### src/logic/load_switch_pkg.sv
// shared constants for the load switch protection controller
package load_switch_pkg;

    // ------------------------------------------------------------
    // clock and timing
    // ------------------------------------------------------------
    localparam int unsigned CLK_HZ          = 20_000_000;
    localparam int unsigned FAULT_DLY_MS    = 32;   // fault qualify/release, plain variant
    localparam int unsigned SURGE_WIN_MS    = 128;  // surge window and its release hold
    localparam int unsigned SAG_QUAL_MS     = 32;   // sag must persist this long
    localparam int unsigned SAG_RETRY_MS    = 128;  // off time after a sag disable
    localparam int unsigned RAMP_US         = 1000; // gate ramp duration

    // least times truncate to whole cycles
    localparam int unsigned FAULT_DLY_CYC   = (FAULT_DLY_MS * (CLK_HZ / 1000));
    localparam int unsigned SURGE_WIN_CYC   = (SURGE_WIN_MS * (CLK_HZ / 1000));
    localparam int unsigned SAG_QUAL_CYC    = (SAG_QUAL_MS * (CLK_HZ / 1000));
    localparam int unsigned SAG_RETRY_CYC   = (SAG_RETRY_MS * (CLK_HZ / 1000));
    localparam int unsigned RAMP_CYC        = (RAMP_US * (CLK_HZ / 1000000));

    // ------------------------------------------------------------
    // widths
    // ------------------------------------------------------------
    localparam int unsigned TMR_W           = 24;
    localparam int unsigned GATE_W          = 8;
    localparam logic [7:0]  GATE_FULL       = 8'hff;
    localparam logic [7:0]  GATE_OFF        = 8'h00;

    // switch sequencing states, one-hot
    typedef enum logic [3:0] {
        SW_OFF  = 4'h1,
        SW_RAMP = 4'h2,
        SW_ON   = 4'h4,
        SW_SAG  = 4'h8
    } sw_state_e;

endpackage

### src/logic/sync_filter.sv
// two-flop synchroniser for the comparator indications
`timescale 1ns/100ps
module sync_filter
#(
    parameter int unsigned WIDTH = 4
)
(
    input  wire logic             ref_clk,
    input  wire logic             reset,
    input  wire logic [WIDTH-1:0] async_in,
    output logic      [WIDTH-1:0] sync_out
);

    typedef struct packed {
        logic [WIDTH-1:0] meta;
        logic [WIDTH-1:0] sync;
    } sync_s;

    sync_s st_r;
    sync_s st_nxt;

    // second stage reads only the first
    always_comb
    begin
        st_nxt      = st_r;
        st_nxt.meta = async_in;
        st_nxt.sync = st_r.meta;
    end

    always_ff @(posedge ref_clk)
    begin
        if (reset)
            st_r <= '0;
        else
            st_r <= st_nxt;
    end

    assign sync_out = st_r.sync;

endmodule

### src/logic/load_switch_protection_ctrl.sv
// enable, soft start, fault timing and protection for a high-side switch
`timescale 1ns/100ps

// Overview of operation
// - switch on while enable is active
// - enable polarity chosen by build parameter
// - switch fully off while disabled
// - current limit while overcurrent indication present
// - open-drain active-low fault on limit/thermal
// - overcurrent fault reported only after qualification delay
// - plain variant: limit now, fault after 32ms
// - plain variant: fault held 32ms after clear
// - surge variant: secondary limit for 128ms window
// - surge variant: primary limit and fault after window
// - surge variant: fault held 128ms after clear
// - below lockout: switch off, pins inactive
// - sag present 32ms disables the switch
// - re-enable after 128ms, repeat on sag
// - over-temperature: switch off, fault asserted
// - cooled indication resumes switch, thermal cycling
// - gate ramps up at turn-on
module load_switch_protection_ctrl
#(
    parameter bit          EN_ACTIVE_HIGH = 1'b1,
    parameter bit          SURGE_TOLERANT = 1'b0,
    parameter bit          SAG_MONITOR    = 1'b1,
    parameter int unsigned FAULT_DLY_CYC  = load_switch_pkg::FAULT_DLY_CYC,
    parameter int unsigned SURGE_WIN_CYC  = load_switch_pkg::SURGE_WIN_CYC,
    parameter int unsigned SAG_QUAL_CYC   = load_switch_pkg::SAG_QUAL_CYC,
    parameter int unsigned SAG_RETRY_CYC  = load_switch_pkg::SAG_RETRY_CYC,
    parameter int unsigned RAMP_CYC       = load_switch_pkg::RAMP_CYC
)
(
    input  wire logic                              ref_clk,
    input  wire logic                              reset,
    input  wire logic                              enable_in,
    input  wire logic                              overcurrent_ind,
    input  wire logic                              overtemp_ind,
    input  wire logic                              low_supply_lockout,
    input  wire logic                              supply_sag_monitor,
    output logic                                   switch_on,
    output logic [load_switch_pkg::GATE_W-1:0]     gate_drive,
    output logic                                   limit_primary,
    output logic                                   limit_secondary,
    output logic                                   fault_n_out,
    output logic                                   fault_n_oe
);

    localparam int unsigned TW = load_switch_pkg::TMR_W;
    localparam logic [TW-1:0] FAULT_LAST = TW'(FAULT_DLY_CYC - 1);
    localparam logic [TW-1:0] SURGE_LAST = TW'(SURGE_WIN_CYC - 1);
    localparam logic [TW-1:0] SAGQ_LAST  = TW'(SAG_QUAL_CYC - 1);
    localparam logic [TW-1:0] SAGR_LAST  = TW'(SAG_RETRY_CYC - 1);
    localparam logic [TW-1:0] RAMP_LAST  = TW'(RAMP_CYC - 1);
    localparam logic [TW-1:0] HOLD_LAST  = SURGE_TOLERANT ? SURGE_LAST : FAULT_LAST;

    // ------------------------------------------------------------
    // synchronised indications
    // ------------------------------------------------------------
    logic [3:0] ind_sync;
    logic       oc_s;
    logic       ot_s;
    logic       uv_s;
    logic       sag_s;

    sync_filter #(.WIDTH(4)) u_sync
    (
        .ref_clk  (ref_clk),
        .reset    (reset),
        .async_in ({overcurrent_ind, overtemp_ind, low_supply_lockout, supply_sag_monitor}),
        .sync_out (ind_sync)
    );

    assign oc_s  = ind_sync[3];
    assign ot_s  = ind_sync[2];
    assign uv_s  = ind_sync[1];
    assign sag_s = ind_sync[0];

    // ------------------------------------------------------------
    // state
    // ------------------------------------------------------------
    typedef struct packed {
        load_switch_pkg::sw_state_e       sw;
        logic [TW-1:0]                    sw_tmr;     // ramp or sag retry timer
        logic [TW-1:0]                    sag_tmr;    // sag qualification
        logic [TW-1:0]                    surge_tmr;  // surge window since turn-on
        logic                             surge_done;
        logic [TW-1:0]                    q_tmr;      // fault qualify
        logic [TW-1:0]                    h_tmr;      // fault release hold
        logic                             fault;
        logic                             therm_off;
        logic                             sw_on;
        logic [load_switch_pkg::GATE_W-1:0] gate;
        logic                             lim_p;
        logic                             lim_s;
        logic                             fault_oe;
    } ctrl_s;

    ctrl_s st_r;
    ctrl_s st_nxt;

    logic en_act;
    logic run;
    logic oc_fault;

    assign en_act = EN_ACTIVE_HIGH ? enable_in : ~enable_in;

    always_comb
    begin
        st_nxt = st_r;
        run = en_act & ~uv_s;

        if (ot_s)
            st_nxt.therm_off = 1'b1;
        else
            st_nxt.therm_off = 1'b0;

        // switch sequencing
        case (st_r.sw)
            load_switch_pkg::SW_OFF:
            begin
                st_nxt.sw_tmr = '0;
                if (run && !ot_s)
                    st_nxt.sw = load_switch_pkg::SW_RAMP;
            end
            load_switch_pkg::SW_RAMP:
            begin
                st_nxt.sw_tmr = st_r.sw_tmr + 1'b1;
                if (!run || ot_s)
                    st_nxt.sw = load_switch_pkg::SW_OFF;
                else if (st_r.sw_tmr >= RAMP_LAST)
                    st_nxt.sw = load_switch_pkg::SW_ON;
            end
            load_switch_pkg::SW_ON:
            begin
                st_nxt.sw_tmr = '0;
                if (!run || ot_s)
                    st_nxt.sw = load_switch_pkg::SW_OFF;
                else if (SAG_MONITOR && sag_s && st_r.sag_tmr >= SAGQ_LAST)
                    st_nxt.sw = load_switch_pkg::SW_SAG;
            end
            load_switch_pkg::SW_SAG:
            begin
                st_nxt.sw_tmr = st_r.sw_tmr + 1'b1;
                if (!run)
                    st_nxt.sw = load_switch_pkg::SW_OFF;
                else if (st_r.sw_tmr >= SAGR_LAST)
                    st_nxt.sw = load_switch_pkg::SW_OFF;
            end
            default:
                st_nxt.sw = load_switch_pkg::SW_OFF;
        endcase

        // sag timer restarts when sag drops
        if (st_r.sw == load_switch_pkg::SW_ON && sag_s && st_r.sag_tmr < SAGQ_LAST)
            st_nxt.sag_tmr = st_r.sag_tmr + 1'b1;
        else if (!(st_r.sw == load_switch_pkg::SW_ON && sag_s))
            st_nxt.sag_tmr = '0;

        if (st_r.sw == load_switch_pkg::SW_OFF || st_r.sw == load_switch_pkg::SW_SAG)
        begin
            st_nxt.surge_tmr  = '0;
            st_nxt.surge_done = 1'b0;
        end
        else if (!st_r.surge_done)
        begin
            st_nxt.surge_tmr = st_r.surge_tmr + 1'b1;
            if (st_r.surge_tmr >= SURGE_LAST)
                st_nxt.surge_done = 1'b1;
        end

        case (st_nxt.sw)
            load_switch_pkg::SW_RAMP:
                st_nxt.gate = (st_r.gate == load_switch_pkg::GATE_FULL)
                              ? st_r.gate : st_r.gate + 1'b1;
            load_switch_pkg::SW_ON:
                st_nxt.gate = load_switch_pkg::GATE_FULL;
            default:
                st_nxt.gate = load_switch_pkg::GATE_OFF;
        endcase
        st_nxt.sw_on = (st_nxt.sw == load_switch_pkg::SW_RAMP)
                       || (st_nxt.sw == load_switch_pkg::SW_ON);

        st_nxt.lim_s = st_nxt.sw_on & oc_s & SURGE_TOLERANT & ~st_r.surge_done;
        st_nxt.lim_p = st_nxt.sw_on & oc_s & ~st_nxt.lim_s;

        // overcurrent counts only on primary limit
        oc_fault = st_r.lim_p;

        if (oc_fault && !st_r.fault)
            st_nxt.q_tmr = (st_r.q_tmr >= FAULT_LAST) ? st_r.q_tmr : st_r.q_tmr + 1'b1;
        else
            st_nxt.q_tmr = '0;

        // release hold, restart if fault returns
        if (st_r.fault && !oc_fault && !ot_s)
            st_nxt.h_tmr = st_r.h_tmr + 1'b1;
        else
            st_nxt.h_tmr = '0;

        // fault flag set wins over release
        if (ot_s || (oc_fault && st_r.q_tmr >= FAULT_LAST))
            st_nxt.fault = 1'b1;
        else if (st_r.fault && st_r.h_tmr >= HOLD_LAST)
            st_nxt.fault = 1'b0;

        if (uv_s)
        begin
            st_nxt.fault = 1'b0;
            st_nxt.q_tmr = '0;
            st_nxt.h_tmr = '0;
        end
        st_nxt.fault_oe = st_nxt.fault;
    end

    always_ff @(posedge ref_clk)
    begin
        if (reset)
        begin
            st_r    <= '0;
            st_r.sw <= load_switch_pkg::SW_OFF;
        end
        else
        begin
            st_r <= st_nxt;
        end
    end

    // outputs straight from flops
    assign switch_on       = st_r.sw_on;
    assign gate_drive      = st_r.gate;
    assign limit_primary   = st_r.lim_p;
    assign limit_secondary = st_r.lim_s;
    // external pull-up gives the high level
    assign fault_n_out     = 1'b0;
    assign fault_n_oe      = st_r.fault_oe;

endmodule

### config.mk
export PLATFORM = sky130hd
export DESIGN_NAME = load_switch_protection_ctrl
export DESIGN_NICKNAME = d
export VERILOG_FILES = /design/src/logic/load_switch_pkg.sv /design/src/logic/sync_filter.sv /design/src/logic/load_switch_protection_ctrl.sv
export SDC_FILE = /design/constraint.sdc
export NUM_CORES = 1
export LEC_CHECK = 0
export BUFFER_PORTS_ARGS = -buffer_cell sky130_fd_sc_hd__buf_2
export CORE_ASPECT_RATIO = 0.9
export CORE_MARGIN = 8
export CORE_UTILIZATION = 50
export DETAILED_ROUTE_END_ITERATION = 8
export PLACE_DENSITY = 0.77
export SLEW_MARGIN = 20
export SYNTH_ARGS = -nofsm -noshare
export SYNTH_HDL_FRONTEND = slang
export SYNTH_SLANG_ARGS = --single-unit
### constraint.sdc
create_clock -name ref_clk -period 2.05 [get_ports ref_clk]
set_input_delay 0.41 -clock ref_clk [delete_from_list [all_inputs] [get_ports ref_clk]]
set_output_delay 0.41 -clock ref_clk [all_outputs]
set_load 0.05 [all_outputs]
==> flow_summary.json <==
{
  "post_synth.cell_area_avg_um2": 8.58,
  "cts_made_buffers": 17,
  "fp.dieW_um": 127,
  "cp_num_buf_inv": 1,
  "clk_path_buf_depth": 2,
  "area.growth.synth_to_final_pct": 21.9,
  "crit_path_max_fanout": 15,
  "worst_ep_required_time_ns": 2.34,
  "io_buffers": 17,
  "routedWlPerCell_um": 14.6,
  "report.final.slew_viol_count": 0,
  "gp_congestion": 0.848,
  "p_sw_share_pct": 22.7,
  "reg2reg_to": "st_r[39]",
  "synth_compound_area_share_pct": 10.6,
  "cts_root_buf": "clkbuf_16",
  "wl_um": 12300,
  "met2_length_um": 5840,
  "r2r_setup_slack_ns": 0.01,
  "rows": 36,
  "r2r_start": "st_r[39]",
  "synth_top_family_by_area": "simple AND/OR/NAND/NOR gates",
  "place_inst": 798,
  "final_util_pct": 62.7,
  "met1Wirelength_um": 5720,
  "totalPowerFinal_mw": 5.46,
  "skew_ns": 0.00646,
  "synthCells": 648,
  "drtIter0Drc": 474,
  "core_um2": 10800,
  "clock-sinks": 119,
  "ir_drop_v": 0.000479,
  "pwr-share-clk_pct": 53.3,
  "yosys_warnings": 0,
  "hold_class": "input pin to register",
  "viasPerCell": 5.63,
  "p_leak_nw": 2.45,
  "syn_area_um2": 5560,
  "grt_max_degree": 25,
  "grt_first_pass_wirelength_um": 20300,
  "seqPwrFrac_pct": 42.8,
  "worst_path_max_delay_cell": "dfxtp_1",
  "hold_viol": 0,
  "synthXorXnorAreaFrac_pct": 9.77,
  "seq_area_frac_synth_pct": 42.9,
  "p_switching_mw": 1.24,
  "top_layer": "met4",
  "diodes": 0,
  "start_util_pct": 51.4,
  "status": "finished, final reports clean",
  "fin_crit_sh_pct": 99.3,
  "synthMuxAreaShare_pct": 0.946,
  "synth_flop_cell": "dfxtp_1",
  "overflow": 0,
  "layout-drive-gt1-share_pct": 19.7,
  "grt_usage_pct": 16.8,
  "post_synth_num_cell_types": 66,
  "postSynth.asyncResetShare_pct": 0,
  "crit_chain": "ha_2, nand4_1, nor3_1, o41a_1, buf_4, nand2b_1, mux2i_1, nor2_1",
  "nNetsFinal": 708,
  "hold_path_depth": 2,
  "hold_start": "overcurrent_ind",
  "slew_headroom_pct": 54.8,
  "power_density_nw_per_um2": 805,
  "placed_cell_area_um2": 5880,
  "num_io_pins": 20,
  "die_h_um": 116,
  "rr_worst_depth": 8,
  "cts_hold_buf": 0,
  "place_hpwl_um": 8210,
  "design_area_um2": 6780,
  "synth_edf_count": 0,
  "crit_arrival_ns": 2.32,
  "cpLargestDelayFamily": "simple AND/OR/NAND/NOR gates",
  "tritoncts": "done",
  "synthSimpleGateAreaFrac_pct": 30.2,
  "htree_levels": 4,
  "setup_tns_ns": 0,
  "min_to": "u_sync.st_nxt[3]",
  "clk_latency_ns": 0.41,
  "post_synth_fa_ha_maj_area_fraction_pct": 1.13,
  "intPower_mw": 4.22,
  "drc": 0,
  "rsz0062_at_grt": "yes",
  "max_freq_mhz": 491,
  "crit_type": "register to register",
  "ant_nets": 0,
  "vias": 4742,
  "grt_pass1_vias": 4531,
  "crit_path_start_kind": "register",
  "antenna_found_initial": 0,
  "slowest_delay_ns": 0.40,
  "pwr-share-comb_pct": 3.8,
  "layout_min_cycle_time_ns": 2.04,
  "n_fill_cell": 855,
  "drt-pass1-iter-count": 8,
  "final_cells": 842,
  "worstMarginPinSlew_ns": 0.678,
  "die_area_um2": 14800,
  "synth-seq-cells": 119,
  "wl_met3_um": 589,
  "maxCapViolations": 0,
  "final-setup-viol-count": 0,
  "clk_pin_slew_worst_paths_ns": 0.06,
  "end_kind": "register"
}
==> layer usage <==
metal	up-vias	GRT usage [%]
li1	2370	-
met1	2246	20.2
met2	109	27.6
met3	17	5.24
met4	0	6.49
met5	-	0
==> layout by cell type (no fill, tap or decap), types with 14 or more instances in the layout <==
| master | n |
|---|---|
| clkbuf_16 | 17 |
| o21ai_0 | 14 |
| dfxtp_1 | 109 |
| buf_4 | 45 |
| nand3_1 | 33 |
| buf_2 | 17 |
| and3_1 | 24 |
| xor2_1 | 34 |
| nand2_1 | 43 |
| nor2_1 | 98 |
| nor3_1 | 21 |
| a21oi_1 | 24 |
| inv_1 | 14 |
| nand4_1 | 21 |
| xnor2_1 | 28 |
==> logic make-up (layout without fill, tap and decap cells) <==
kind of cell | count (synthesis) | in the layout
simple gates | 323 | 323
flops | 119 | 119
compound gates | 83 | 83
xor+xnor | 62 | 62
buf+inv | 50 | 110
fa+ha+maj | 5 | 5
mux | 5 | 5
other cells | 1 | 2
==> power by group through the flow <==
stage	clock network (mW)	logic, mW	registers, mW
final	2.91	0.210	2.34
after global routing	3.10	0.227	2.34
after CTS	2.96	0.193	2.35
after detailed placement	0	0.192	2.40
after global placement	0	0.186	2.40
after floorplan	0	0.131	2.40
==> final cells by class <==
type | instances | area, µm² | area share, %
inverter | 14 | 52.6 | 0.775
multi-input combinational | 480 | 3110 | 45.9
clock buffer | 18 | 439 | 6.48
timing repair buffer | 64 | 445 | 6.57
clock inverter | 14 | 150 | 2.22
tap | 133 | 166 | 2.46
sequential | 119 | 2410 | 35.6
==> worst max path at each step <==
stage	start	end	slack (ns)	cells past startpoint
floorplan	st_r[87]	st_r[103]	0.00001	7
global placement	st_r[87]	gate_drive[3]	0.01	7
detailed placement	st_r[87]	gate_drive[7]	-0.07	7
CTS	st_r[111]	gate_drive[0]	0.003	8
global route	st_r[39]	st_r[39]	-0.08	8
finish	st_r[39]	st_r[39]	0.01	8
==> synthesized netlist by cell type, types with 6 or more instances <==
cell	n	area [µm²]
o21ai_0	15	75.1
a31oi_1	6	37.5
and3_1	25	156
xor2_1	34	298
inv_1	14	52.6
nand4_1	21	131
and2_1	10	62.6
buf_4	11	82.6
nor3_1	22	110
clkbuf_1	18	67.6
a21oi_1	24	120
nand2_1	44	165
nand3_1	34	170
nor2_1	99	372
o31ai_1	8	60.1
nor2b_1	8	50.1
dfxtp_1	119	2380
nor4_1	11	68.8
xnor2_1	28	245
or3_1	14	87.6
and4_1	7	61.3
==> through the flow <==
| step | setup slack (ns) | hold WS, ns |
|---|---|---|
| floorplan | 0.0000115 | 0.414 |
| global placement | 0.0141 | 0.425 |
| detailed placement | -0.0661 | 0.433 |
| CTS | 0.00296 | 0.193 |
| global route | -0.0786 | 0.218 |
| finish | 0.0144 | 0.212 |
==> state kept, by name, indices dropped and copies added (netlist names) <==
register and count:
gate_drive 8, u_sync.sync_out 4, switch_on 1, u_sync.st_nxt 4, st_r 100, fault_n_oe 1
limit_primary 1
==> repair_timing <==
action,in CTS,in global routing
pin swaps,1,12
endpoints found under the setup margin,10,19
resized for setup,3,48
setup buffers,0,12
(Power assumes the default switching activity.)
